===== src/rtl/tmb_map.vh =====
// Register indices, field positions, reset values and timing figures of the timer core
// Notes on behaviour
// - Pair buffer select overrides mode select A.
// - Toggle-on-wrap clear: no toggle on wrap.
// - Full-duty force with toggle clear gives 100%.
// - Wrap flag sets when counter rolls to zero.
// - Wrap request only when flag and enable set.
// - Channel flag on capture/compare, gated request.
// - Wait mode keeps counting; registers unreachable.
// - Stop mode halts, keeps counter and registers.
// - Break holds counter and blocks captures.
// - Break without clear enable protects status flags.
// - Select all ones picks external count clock.
// - Flag clear: read set, write zero; guarded.
// - Halt bit freezes counting; reset sets it.
// - Halt blocks input captures.
// - Counter clear zeroes counter and prescaler, self-clears.
// - Halt plus clear leaves counter stopped zero.
// - Select codes divide bus clock 1 to 64.
// - High read latches low byte until read.
// - Reset clears counter, select, flag, enable.
// - Modulo high write suppresses wrap flag until low; counter still wraps.
`ifndef TMB_MAP_VH
`define TMB_MAP_VH

// Register indices; byte address is four times the index
`define TMB_IDX_CTRL_STAT 8'h40
`define TMB_IDX_COUNT_HI 8'h41
`define TMB_IDX_COUNT_LO 8'h42
`define TMB_IDX_MODULO_HI 8'h43
`define TMB_IDX_MODULO_LO 8'h44
`define TMB_IDX_CHAN0_CTRL 8'h45
`define TMB_IDX_CHAN0_HI 8'h46
`define TMB_IDX_CHAN0_LO 8'h47

// timer_ctrl_stat fields
`define TMB_WRAP_FLAG 7
`define TMB_WRAP_IRQ_EN 6
`define TMB_COUNTER_HALT 5
`define TMB_COUNTER_CLEAR 4
`define TMB_DIV_SEL_HI 2
`define TMB_DIV_EXT 3'h7

// chan0_ctrl_stat fields
`define TMB_CH_FLAG 7
`define TMB_CH_IRQ_EN 6
`define TMB_CH_PAIR_BUF 5
`define TMB_CH_MODE_A 4
`define TMB_CH_EDGE_B 3
`define TMB_CH_EDGE_A 2
`define TMB_CH_TOGGLE_WRAP 1
`define TMB_CH_FULL_DUTY 0

// Reset values
`define TMB_RST_CTRL_STAT 8'h20
`define TMB_RST_CHAN0_CTRL 8'h00
`define TMB_RST_MODULO 16'hffff
`define TMB_RST_COUNT 16'h0000

// Timing figures
`define TMB_CLK_PERIOD_NS 10
`define TMB_EXT_CLK_MAX_KHZ 4000
`define TMB_EXT_MIN_HALF_CYC 2

// Bus responses
`define TMB_RESP_OK 2'h0
`define TMB_RESP_ERR 2'h2

`endif

===== src/rtl/tmb_core.v =====
// Timer core: prescaled counter, modulo wrap, channel 0 and AXI4-Lite registers
`timescale 1ns/1ps
`include "tmb_map.vh"

module tmb_core (
    // Clock, reset, enable
    input wire i_clk,
    input wire i_reset,
    input wire i_ce,
    // System state
    input wire i_wait_mode,
    input wire i_stop_mode,
    input wire i_break_active,
    input wire i_break_clear_enable,
    // Pins
    input wire i_ext_count_clk_pin,
    input wire i_chan0_pin,
    output wire o_chan0_out,
    output wire o_chan0_oe_n,
    // Interrupt requests
    output wire o_wrap_irq,
    output wire o_chan0_irq,
    // AXI4-Lite write
    input wire [11:0] i_s_axi_awaddr,
    input wire i_s_axi_awvalid,
    output wire o_s_axi_awready,
    input wire [31:0] i_s_axi_wdata,
    input wire [3:0] i_s_axi_wstrb,
    input wire i_s_axi_wvalid,
    output wire o_s_axi_wready,
    output wire [1:0] o_s_axi_bresp,
    output wire o_s_axi_bvalid,
    input wire i_s_axi_bready,
    // AXI4-Lite read
    input wire [11:0] i_s_axi_araddr,
    input wire i_s_axi_arvalid,
    output wire o_s_axi_arready,
    output wire [31:0] o_s_axi_rdata,
    output wire [1:0] o_s_axi_rresp,
    output wire o_s_axi_rvalid,
    input wire i_s_axi_rready
);

    function [5:0] div_mask;
        input [2:0] sel;
        begin
            div_mask = 6'h3f >> (3'h6 - sel);
            if (sel == 3'h0) begin
                div_mask = 6'h00;
            end
        end
    endfunction

    function mapped;
        input [9:0] addr;
        begin
            mapped = (addr[9:8] == 2'h0) && (addr[7:0] >= `TMB_IDX_CTRL_STAT)
                && (addr[7:0] <= `TMB_IDX_CHAN0_LO);
        end
    endfunction

    // Bus state
    reg awready_r, wready_r, bvalid_r, arready_r, rvalid_r;
    reg aw_have_r, w_have_r;
    reg [9:0] awaddr_r;
    reg [7:0] wdata_r;
    reg wstrb_r;
    reg [1:0] bresp_r, rresp_r;
    reg [7:0] rdata_r;
    // Timer state
    reg [15:0] cnt_r, mod_r, ch_r;
    reg [5:0] presc_r;
    reg [2:0] div_sel_r;
    reg halt_r, wrap_flag_r, wrap_irq_en_r, wrap_arm_r, mod_pend_r;
    reg lo_latched_r;
    reg [7:0] lo_buf_r;
    reg [7:0] chan_ctrl_r;
    reg chan_arm_r, ch_pend_r, cap_inh_r, out_r, oe_n_r;
    reg wrap_irq_r, chan_irq_r;
    // Pin synchronisers
    reg ext_s1_r, ext_s2_r, ext_s3_r, ext_lvl_r;
    reg pin_s1_r, pin_s2_r, pin_s3_r, pin_lvl_r;

    assign o_s_axi_awready = awready_r;
    assign o_s_axi_wready = wready_r;
    assign o_s_axi_bvalid = bvalid_r;
    assign o_s_axi_bresp = bresp_r;
    assign o_s_axi_arready = arready_r;
    assign o_s_axi_rvalid = rvalid_r;
    assign o_s_axi_rresp = rresp_r;
    assign o_s_axi_rdata = {24'h000000, rdata_r};
    assign o_chan0_out = out_r;
    assign o_chan0_oe_n = oe_n_r;
    assign o_wrap_irq = wrap_irq_r;
    assign o_chan0_irq = chan_irq_r;

    // Decoded channel mode
    wire [1:0] edge_sel = chan_ctrl_r[`TMB_CH_EDGE_B:`TMB_CH_EDGE_A];
    wire cmp_mode = (chan_ctrl_r[`TMB_CH_PAIR_BUF] | chan_ctrl_r[`TMB_CH_MODE_A])
        & (edge_sel != 2'h0);
    wire cap_mode = ~chan_ctrl_r[`TMB_CH_PAIR_BUF] & ~chan_ctrl_r[`TMB_CH_MODE_A]
        & (edge_sel != 2'h0);
    wire tov = chan_ctrl_r[`TMB_CH_TOGGLE_WRAP];

    // Bus transactions; wait mode refuses register access
    wire wr_fire = aw_have_r & w_have_r & ~bvalid_r;
    wire wr_ok = wr_fire & mapped(awaddr_r) & ~i_wait_mode;
    wire wr_en = wr_ok & wstrb_r;
    wire [7:0] widx = awaddr_r[7:0];
    wire rd_fire = i_s_axi_arvalid & arready_r;
    wire rd_ok = rd_fire & mapped(i_s_axi_araddr[11:2]) & ~i_wait_mode;
    wire [7:0] ridx = i_s_axi_araddr[9:2];
    wire flag_lock = i_break_active & ~i_break_clear_enable;

    // Counting
    wire ext_edge = (ext_s2_r == ext_s3_r) & ext_s3_r & ~ext_lvl_r;
    wire div_tick = (div_sel_r == `TMB_DIV_EXT) ? ext_edge
        : ((presc_r & div_mask(div_sel_r)) == div_mask(div_sel_r));
    wire run = ~halt_r & ~i_stop_mode & ~i_break_active;
    wire tick = run & div_tick;
    wire wrap = tick & (cnt_r == mod_r);
    wire [15:0] cnt_inc = wrap ? 16'h0000 : cnt_r + 16'h0001;
    wire wrap_set = wrap & ~mod_pend_r;
    wire clr_write = wr_en & (widx == `TMB_IDX_CTRL_STAT) & wdata_r[`TMB_COUNTER_CLEAR];

    // Channel events
    wire pin_stable = pin_s2_r == pin_s3_r;
    wire pin_rise = pin_stable & pin_s3_r & ~pin_lvl_r;
    wire pin_fall = pin_stable & ~pin_s3_r & pin_lvl_r;
    wire cap_edge = (edge_sel[0] & pin_rise) | (edge_sel[1] & pin_fall);
    wire capture = cap_mode & cap_edge & ~halt_r & ~i_break_active & ~i_stop_mode
        & ~cap_inh_r;
    wire match = cmp_mode & tick & ~ch_pend_r & ~clr_write & (cnt_inc == ch_r);
    wire chan_set = capture | match;

    // Read data mux
    reg [7:0] rd_val;
    always @* begin
        rd_val = 8'h00;
        if (ridx == `TMB_IDX_CTRL_STAT) begin
            rd_val = {wrap_flag_r, wrap_irq_en_r, halt_r, 2'b00, div_sel_r};
        end else if (ridx == `TMB_IDX_COUNT_HI) begin
            rd_val = cnt_r[15:8];
        end else if (ridx == `TMB_IDX_COUNT_LO) begin
            rd_val = lo_latched_r ? lo_buf_r : cnt_r[7:0];
        end else if (ridx == `TMB_IDX_MODULO_HI) begin
            rd_val = mod_r[15:8];
        end else if (ridx == `TMB_IDX_MODULO_LO) begin
            rd_val = mod_r[7:0];
        end else if (ridx == `TMB_IDX_CHAN0_CTRL) begin
            rd_val = chan_ctrl_r;
        end else if (ridx == `TMB_IDX_CHAN0_HI) begin
            rd_val = ch_r[15:8];
        end else if (ridx == `TMB_IDX_CHAN0_LO) begin
            rd_val = ch_r[7:0];
        end
    end

    // AXI4-Lite slave
    always @(posedge i_clk) begin
        if (i_reset) begin
            awready_r <= 1'b1;
            wready_r <= 1'b1;
            arready_r <= 1'b1;
            aw_have_r <= 1'b0;
            w_have_r <= 1'b0;
            bvalid_r <= 1'b0;
            rvalid_r <= 1'b0;
            awaddr_r <= 10'h000;
            wdata_r <= 8'h00;
            wstrb_r <= 1'b0;
            bresp_r <= `TMB_RESP_OK;
            rresp_r <= `TMB_RESP_OK;
            rdata_r <= 8'h00;
        end else if (i_ce) begin
            if (i_s_axi_awvalid & awready_r) begin
                awready_r <= 1'b0;
                aw_have_r <= 1'b1;
                awaddr_r <= i_s_axi_awaddr[11:2];
            end
            if (i_s_axi_wvalid & wready_r) begin
                wready_r <= 1'b0;
                w_have_r <= 1'b1;
                wdata_r <= i_s_axi_wdata[7:0];
                wstrb_r <= i_s_axi_wstrb[0];
            end
            if (wr_fire) begin
                aw_have_r <= 1'b0;
                w_have_r <= 1'b0;
                bvalid_r <= 1'b1;
                bresp_r <= wr_ok ? `TMB_RESP_OK : `TMB_RESP_ERR;
            end
            if (bvalid_r & i_s_axi_bready) begin
                bvalid_r <= 1'b0;
                awready_r <= 1'b1;
                wready_r <= 1'b1;
            end
            if (rd_fire) begin
                arready_r <= 1'b0;
                rvalid_r <= 1'b1;
                rdata_r <= rd_ok ? rd_val : 8'h00;
                rresp_r <= rd_ok ? `TMB_RESP_OK : `TMB_RESP_ERR;
            end
            if (rvalid_r & i_s_axi_rready) begin
                rvalid_r <= 1'b0;
                arready_r <= 1'b1;
            end
        end
    end

    // Pin synchronisers; a change counts once the second and third stages agree
    always @(posedge i_clk) begin
        if (i_reset) begin
            ext_s1_r <= 1'b0;
            ext_s2_r <= 1'b0;
            ext_s3_r <= 1'b0;
            ext_lvl_r <= 1'b0;
            pin_s1_r <= 1'b0;
            pin_s2_r <= 1'b0;
            pin_s3_r <= 1'b0;
            pin_lvl_r <= 1'b0;
        end else if (i_ce) begin
            ext_s1_r <= i_ext_count_clk_pin;
            ext_s2_r <= ext_s1_r;
            ext_s3_r <= ext_s2_r;
            pin_s1_r <= i_chan0_pin;
            pin_s2_r <= pin_s1_r;
            pin_s3_r <= pin_s2_r;
            if (ext_s2_r == ext_s3_r) begin
                ext_lvl_r <= ext_s3_r;
            end
            if (pin_stable) begin
                pin_lvl_r <= pin_s3_r;
            end
        end
    end

    // Counter, prescaler and timer control
    always @(posedge i_clk) begin
        if (i_reset) begin
            cnt_r <= `TMB_RST_COUNT;
            presc_r <= 6'h00;
            div_sel_r <= 3'h0;
            halt_r <= 1'b1;
            wrap_flag_r <= 1'b0;
            wrap_irq_en_r <= 1'b0;
            wrap_arm_r <= 1'b0;
            mod_r <= `TMB_RST_MODULO;
            mod_pend_r <= 1'b0;
            lo_latched_r <= 1'b0;
            lo_buf_r <= 8'h00;
            wrap_irq_r <= 1'b0;
        end else if (i_ce) begin
            if (run) begin
                presc_r <= presc_r + 6'h01;
            end
            if (tick) begin
                cnt_r <= cnt_inc;
            end
            if (clr_write) begin
                cnt_r <= 16'h0000;
                presc_r <= 6'h00;
            end
            if (rd_ok && ridx == `TMB_IDX_CTRL_STAT && wrap_flag_r && !flag_lock) begin
                wrap_arm_r <= 1'b1;
            end
            if (rd_ok && ridx == `TMB_IDX_COUNT_HI && !lo_latched_r) begin
                lo_latched_r <= 1'b1;
                lo_buf_r <= cnt_r[7:0];
            end
            if (rd_ok && ridx == `TMB_IDX_COUNT_LO) begin
                lo_latched_r <= 1'b0;
            end
            if (wr_en) begin
                if (widx == `TMB_IDX_CTRL_STAT) begin
                    wrap_irq_en_r <= wdata_r[`TMB_WRAP_IRQ_EN];
                    halt_r <= wdata_r[`TMB_COUNTER_HALT];
                    div_sel_r <= wdata_r[`TMB_DIV_SEL_HI:0];
                    // Only a zero after an armed read clears; a one does nothing
                    if (!wdata_r[`TMB_WRAP_FLAG] && wrap_arm_r && !flag_lock) begin
                        wrap_flag_r <= 1'b0;
                        wrap_arm_r <= 1'b0;
                    end
                end else if (widx == `TMB_IDX_MODULO_HI) begin
                    mod_r[15:8] <= wdata_r;
                    mod_pend_r <= 1'b1;
                end else if (widx == `TMB_IDX_MODULO_LO) begin
                    mod_r[7:0] <= wdata_r;
                    mod_pend_r <= 1'b0;
                end
            end
            // A new wrap beats a clear in the same cycle and voids the armed read
            if (wrap_set) begin
                wrap_flag_r <= 1'b1;
                wrap_arm_r <= 1'b0;
            end
            wrap_irq_r <= (wrap_flag_r | wrap_set) & wrap_irq_en_r;
        end
    end

    // Channel 0
    always @(posedge i_clk) begin
        if (i_reset) begin
            chan_ctrl_r <= `TMB_RST_CHAN0_CTRL;
            chan_arm_r <= 1'b0;
            ch_r <= 16'h0000;
            ch_pend_r <= 1'b0;
            cap_inh_r <= 1'b0;
            out_r <= 1'b1;
            oe_n_r <= 1'b1;
            chan_irq_r <= 1'b0;
        end else if (i_ce) begin
            if (rd_ok && ridx == `TMB_IDX_CHAN0_CTRL && chan_ctrl_r[`TMB_CH_FLAG]
                && !flag_lock) begin
                chan_arm_r <= 1'b1;
            end
            if (rd_ok && ridx == `TMB_IDX_CHAN0_HI && cap_mode) begin
                cap_inh_r <= 1'b1;
            end
            if (rd_ok && ridx == `TMB_IDX_CHAN0_LO) begin
                cap_inh_r <= 1'b0;
            end
            if (wr_en) begin
                if (widx == `TMB_IDX_CHAN0_CTRL) begin
                    chan_ctrl_r[6:0] <= wdata_r[6:0];
                    if (!wdata_r[`TMB_CH_FLAG] && chan_arm_r && !flag_lock) begin
                        chan_ctrl_r[`TMB_CH_FLAG] <= 1'b0;
                        chan_arm_r <= 1'b0;
                    end
                end else if (widx == `TMB_IDX_CHAN0_HI) begin
                    ch_r[15:8] <= wdata_r;
                    ch_pend_r <= 1'b1;
                end else if (widx == `TMB_IDX_CHAN0_LO) begin
                    ch_r[7:0] <= wdata_r;
                    ch_pend_r <= 1'b0;
                end
            end
            if (capture) begin
                ch_r <= cnt_r;
            end
            if (chan_set) begin
                chan_ctrl_r[`TMB_CH_FLAG] <= 1'b1;
                chan_arm_r <= 1'b0;
            end
            chan_irq_r <= (chan_ctrl_r[`TMB_CH_FLAG] | chan_set)
                & chan_ctrl_r[`TMB_CH_IRQ_EN];
            oe_n_r <= ~cmp_mode;
            // Unconnected channel presets its level; compare mode acts on events
            if (edge_sel == 2'h0) begin
                out_r <= ~chan_ctrl_r[`TMB_CH_MODE_A];
            end else if (cmp_mode) begin
                if (chan_ctrl_r[`TMB_CH_FULL_DUTY] && !tov) begin
                    out_r <= 1'b1;
                end else if (wrap && tov) begin
                    out_r <= ~out_r;
                end else if (match) begin
                    // Without toggle-on-wrap a forced level repeats: clear on compare gives 0% duty, set gives 100%
                    if (edge_sel == 2'h1) begin
                        out_r <= ~out_r;
                    end else begin
                        out_r <= edge_sel[0];
                    end
                end
            end
        end
    end

endmodule


===== config.mk =====
export PLATFORM = sky130hd
export DESIGN_NAME = tmb_core
export DESIGN_NICKNAME = d
export VERILOG_FILES = /design/src/rtl/tmb_core.v
export VERILOG_INCLUDE_DIRS = /design/src /design/src/rtl
export SDC_FILE = /design/constraint.sdc
export NUM_CORES = 1
export LEC_CHECK = 0
export BUFFER_PORTS_ARGS = -buffer_cell sky130_fd_sc_hd__buf_2
export CAP_MARGIN = 30
export CORE_MARGIN = 2
export CORE_UTILIZATION = 28
export CTS_BUF_LIST = sky130_fd_sc_hd__clkbuf_4 sky130_fd_sc_hd__clkbuf_8 sky130_fd_sc_hd__clkbuf_16
export DETAILED_ROUTE_END_ITERATION = 8
export PLACE_DENSITY = 0.53
export SETUP_SLACK_MARGIN = 0.5
export SKIP_LAST_GASP = 1
export SYNTH_ARGS = -nofsm -noshare
export SYNTH_HDL_FRONTEND = slang
export SYNTH_SLANG_ARGS = --single-unit

===== constraint.sdc =====
create_clock -name i_clk -period 4.6 [get_ports i_clk]
set_input_delay 0.69 -clock i_clk [delete_from_list [all_inputs] [get_ports i_clk]]
set_output_delay 0.69 -clock i_clk [all_outputs]
set_load 0.02 [all_outputs]

==> Word level (Yosys, flattened, before mapping) <==
Cells that the tools add are included.
Widths: inputs -> output; s select.
{ "word_totals": {"regBits": 132, "latch_bits": 0, "mem_bits_rw": 0, "romBits": 0, "in_bits": 74, "out_inout_bits": 45, "word_cells": 296, "memories": 0} }
{ "classes": {"add_sub_neg": 3, "n_mul": 0, "div_mod_pow": 0, "order_cmp": 4, "n_eq_ne": 23, "shifts": 1, "n_mux": 71, "bitwise_logic": 68, "n_reduce_logical": 82} }
{ "ops": {"columns": ["operator", "n"], "rows": [
  ["$mux 8", 15],
  ["$eq 8x7->1 const B", 14],
  ["$mux 16", 6],
  ["$reduce_bool 2->1", 23],
  ["$mux 1", 45],
  ["$and 1x1->1", 42],
  ["$reduce_and 2->1", 17],
  ["$eq 16x16->1", 2],
  ["$reduce_and 4->1", 6],
  ["$logic_and 1x1->1", 22],
  ["$not 1->1", 20],
  ["$mux 6", 3],
  ["$add 16x1->16 const B", 1],
  ["$ge 8x7->1 const B", 2],
  ["$le 8x7->1 const B", 2],
  ["$reduce_and 5->1", 2],
  ["$reduce_and 3->1", 3],
  ["$add 6x1->6 const B", 1],
  ["$and 6x6->6", 1],
  ["$eq 6x6->1", 1],
  ["$logic_not 2->1", 3],
  ["$shr 6x3->6 const A", 1],
  ["$or 1x1->1", 5],
  ["$logic_not 1->1", 4],
  ["other kinds (8)", 11]
]} }

==> Longest topological paths before layout <==
{ "logic_depth": {"depth_word": 16, "ltp_mapped": 13, "ltp_nobuf": 12} }

==> Worst setup path before layout <==
Ideal clock, no wire load.
{ "synth_timing": {"path_kind": "register to register", "startpoint": "reg div_sel_r[1]", "endpoint": "reg out_r, in the netlist o_chan0_out", "setup_ns": 0.122, "t_arrival_ns": 2.718, "required_ns": 4.478, "setup_slack_ns": 1.760, "stages_incl_launch_ff": 13, "n_path_buf": 0, "synth_period_minus_slack_ns": 2.840, "cell_sequence": "dfxtp_1 > ha_1 > inv_1 > ha_1 > nor2b_1 > o221ai_4 > a211oi_4 > nor4bb_1 > nand4b_1 > nor4_2 > and4b_4 > nor2_1 > o32a_1"} }
{ "synth_between": {"elab_chain_len": 13, "word_cells_on_any_way": 23, "cone_classes": "add/sub: 1; eq/ne: 3; shift: 1; mux: 7; bitwise: 7; reduce/logical: 4"} }
{ "synth_rtl": {"columns": ["item", "line_no", "source"], "rows": [
  ["from (decl)", "tmb_core.v:73", "reg [2:0] div_sel_r;"],
  ["from (signal assigned)", "tmb_core.v:278", "div_sel_r <= wdata_r[`TMB_DIV_SEL_HI:0];"],
  ["$sub 3x3->3", "tmb_core.v:47", "div_mask = 6'h3f >> (3'h6 - sel);"],
  ["$shr 6x3->6", "tmb_core.v:47", null],
  ["$mux 6", "tmb_core.v:48", "if (sel == 3'h0) begin"],
  ["$and 6x6->6", "tmb_core.v:118", ": ((presc_r & div_mask(div_sel_r)) == div_mask(div_sel_r));"],
  ["$eq 6x6->1", "tmb_core.v:118", null],
  ["$mux 1 *", "tmb_core.v:117", "wire div_tick = (div_sel_r == `TMB_DIV_EXT) ? ext_edge"],
  ["$and 1x1->1 *", "tmb_core.v:120", "wire tick = run & div_tick;"],
  ["$and 1x1->1 (on tied branches)", "tmb_core.v:121, tmb_core.v:133", null],
  ["$mux 16, or another cell as far along", "tmb_core.v:122", "wire [15:0] cnt_inc = wrap ? 16'h0000 : cnt_r + 16'h0001;"],
  ["$eq 16x16->1, or another cell as far along", "tmb_core.v:133", "wire match = cmp_mode & tick & ~ch_pend_r & ~clr_write & (cnt_inc == ch_r);"],
  ["$and 1x1->1 / $mux 1 (equally long branches)", "tmb_core.v:133, tmb_core.v:352", null],
  ["$reduce_bool 4->1 (no line) / $mux 1 (equally long branches)", null, null],
  ["$reduce_and 3->1 (no line) / $mux 1 (equally long branches)", null, null],
  ["to (signal assigned)", "tmb_core.v:350", "out_r <= ~chan_ctrl_r[`TMB_CH_MODE_A];"],
  ["to (signal assigned)", "tmb_core.v:355", "out_r <= ~out_r;"],
  ["to (signal assigned)", "tmb_core.v:359", "out_r <= ~out_r;"],
  ["to (decl)", "tmb_core.v:78", "reg chan_arm_r, ch_pend_r, cap_inh_r, out_r, oe_n_r;"]
]} }
Mark *: on every way between the ends. The rest lies on a longest branch, timed or not. The select of a mux whose other input is x is not followed.
A chain may end at the register's enable or synchronous reset.

==> Worst setup path after layout <==
Ends and elaborated chain as after synthesis.

==> key figures <==
Critical path
  • Worst-path cell chain: ha_1 > inv_1 > ha_1 > nor2b_1 > o221ai_4 > a211oi_4 > nand2_2 > a211oi_1 > a21oi_1 > and4b_4 > nor2_1 > o32a_1
  • Crit path max fanout: 13
  • Crit start category: register
  • R2R Setup Slk: 1120 ps
  • Crit Path Category: register to register
  • Critical path's slowest cell: a211oi_4
  • Crit. End Element: register
  • Delay of the slowest cell on the worst path: 500 ps
  • Critical Path RT: 4910 ps
  • Top cell by count, worst path: ha_1
  • Worst path arrival time: 3790 ps

Die
  • Die X: 166.6 µm
  • Die Span Y: 166.6 µm
  • Die ar.: 27740 µm²
  • Ports: 119
  • Core footprint: 25980 µm²
  • Starting Density: 28.48%
  • Placement Rows: 59

Yosys
  • Synth warn: 0
  • Post-synth EDFFs: 0
  • FF+latch count, synth: 130
  • Unique masters post-synth: 84
  • Main flop type after synthesis: dfxtp_1
  • Seq/Total Area, Yosys: 35.17%
  • Post-Synthesis Cell Area: 7400 µm²
  • Gate Count Post-Synth: 896
  • Post-synth ARST share: 0%
  • Syn Area/Cell: 8.258 µm²

Placed design
  • DPL Wire Length: 15180 µm
  • Global placement routability congestion: 0.8589
  • Cell Area, Placed: 7747 µm²
  • Port bufs: 61

Detailed routing
  • Initial DRC count: 531
  • Wire per inst: 17.12 µm
  • DRT Wirelength: 21760 µm
  • Residual DRC: 0
  • ANT nets after route: 0
  • 1st-pass router iterations: 5
  • Vias: 6498
  • Vias per cell: 5.113

STA
  • Max Clk Rate: 287.5 MHz
  • Final setup viols: 0
  • Max-slew headroom: 37.31%
  • Hold_ws: 450.4 ps
  • Setup TNS: 0 ps
  • Unrepaired setup endpoints after global routing: no
  • Skew final: 7.982 ps
  • Crit path time final: 3478 ps
  • Final Hold Viols: 0
  • Tightest Pin Transition: 933.2 ps
  • Fin crit share: 75.61%
  • Final Max Tran Viols: 0

Final layout
  • Finished Cell Area: 8320 µm²
  • Diodes inserted: 0
  • Filler Cell Count: 2758
  • Layout cells sized above 1: 16.35%
  • Commonest non-fill, non-tap cell in the layout: nand2_1
  • Commonest cells after routing, fill and taps aside: 139 x nand2_1, 130 x dfxtp_1, 106 x a21oi_1
  • Fin nets: 1007
  • P&R area growth vs syn: 12.45%

Clock tree
  • # Post-CTS Setup Buffers: 0
  • Clock sinks: 130
  • Clk Latency, worst-skew pair: 420 ps
  • Clock root cell: clkbuf_16
  • CTS tree: done
  • Clock-pin slew on the worst setup and hold paths: 60 ps
  • Hold_buf cts: 0
  • Post-cts resize count: 0
  • Max clock buf depth: 2
  • Total CTS buffers: 17
  • H-tree depth: 4

Worst hold path
  • Worst Hold Class: register to register

Global route
  • GRT overflow: 0
  • Vias in the first global route: 6077
  • Antenna violations before repair: 0
  • Largest net degree at the start of global routing: 68
  • Tot GR Track Use: 15.56%
  • First-pass GRT wire length: 34400 µm

Pwr
  • Static leakage: 3.214 nW
  • Maximum VDD drop: 0.2784 mV
  • Power, Total: 0.002632 W
  • Power density over the cells: 316.3 nW/µm²

Job
  • Maxcap violations: 0

Outcome
  • Status: complete, no violations
final cells by class:
| type | instances | area (µm²) | share of cell area (%) |
|---|---|---|---|
| multi-input cells | 688 | 4287 | 51.52 |
| flip-flops and latches | 130 | 2603 | 31.28 |
| clock buffers | 21 | 467.9 | 5.624 |
| well taps | 335 | 419.2 | 5.038 |
| clock inverters | 11 | 105.1 | 1.263 |
| repair buffers | 71 | 382.9 | 4.602 |
| inverters | 15 | 56.30 | 0.6767 |
synth_stat cells, drive strengths merged (16+ instances only):
| library cell | count | area, µm² |
|---|---|---|
| buf | 50 | 364.1 |
| clkbuf | 38 | 192.7 |
| nor2b | 16 | 100.1 |
| nand2 | 140 | 528.0 |
| dfxtp | 130 | 2603 |
| a21oi | 106 | 530.5 |
| o21ai | 35 | 178.9 |
| mux2i | 29 | 290.3 |
| and3 | 16 | 106.4 |
| nand3 | 21 | 122.6 |
| nor2 | 88 | 332.8 |
| xnor2 | 27 | 270.3 |
per-layer routing:
layer  global-route usage [%]  routed length (µm)  vias up
li1                         -                   -     3131
met1                    21.94               10460     3143
met2                    24.25                9817      192
met3                    2.709                1087       32
met4                    4.723                 389        0
met5                        0                   0        -
flip-flops by register name, summed over array words and instances (netlist names), 3 cells and up:
name / cells
awaddr_r: 10
ch_r: 16
chan_ctrl_r: 8
cnt_r: 16
div_sel_r: 3
lo_buf_r: 8
mod_r: 16
presc_r: 6
rdata_r: 8
wdata_r: 8
report_power, final:
group	switching, W	internal [W]	leakage (nW)
clock	0.000535	0.000787	0.285
sequential	0.0000166	0.00114	1.05
combinational	0.000103	0.0000490	1.88
total	0.000655	0.00198	3.21
worst max-delay path: cells and delay by family, from the launching register on:
family	cells	cell delay, ps
AO/OA/AOI/OAI	5	1330
adder cells (fa/ha/maj)	2	500
buffers and inverters	1	40
flip-flops	1	450
AND/OR/NAND/NOR	4	1040
metrics by stage:
stage,setup slack (ps),util [%],cells
after floorplan,1760,-,921
after global placement,1134,29.79,1238
after detailed placement,1141,29.82,1239
after CTS,1125,32.02,1271
after global routing,945.6,32.02,1271
final,1122,32.02,1271
logic make-up (layout without fill, tap and decap cells):
group                    Yosys count  after routing  synth area share (%)
buffers and inverters            103            118                 8.285
AO/OA/AOI/OAI                    200            200                 16.33
XOR/XNOR                          44             44                 6.037
flip-flops                       130            130                 35.17
multiplexers                      43             43                 7.575
adder cells (fa/ha/maj)           10             10                 1.691
AND/OR/NAND/NOR                  365            365                 24.86
other                              1             26               0.05068
worst paths after layout:
kind | start | end | cells after the start
worst min-delay path | awaddr_r[8]$_SDFFE_PP0P_ | awaddr_r[8]$_SDFFE_PP0P_ | 2
worst max register to register | div_sel_r[1]$_SDFFE_PP0P_ | o_chan0_out$_SDFFE_PP1P_ | 12
worst max-delay path | div_sel_r[1]$_SDFFE_PP0P_ | o_chan0_out$_SDFFE_PP1P_ | 12
worst min register to register | awaddr_r[8]$_SDFFE_PP0P_ | awaddr_r[8]$_SDFFE_PP0P_ | 2
No activity file was read; power rests on OpenSTA's default activity.
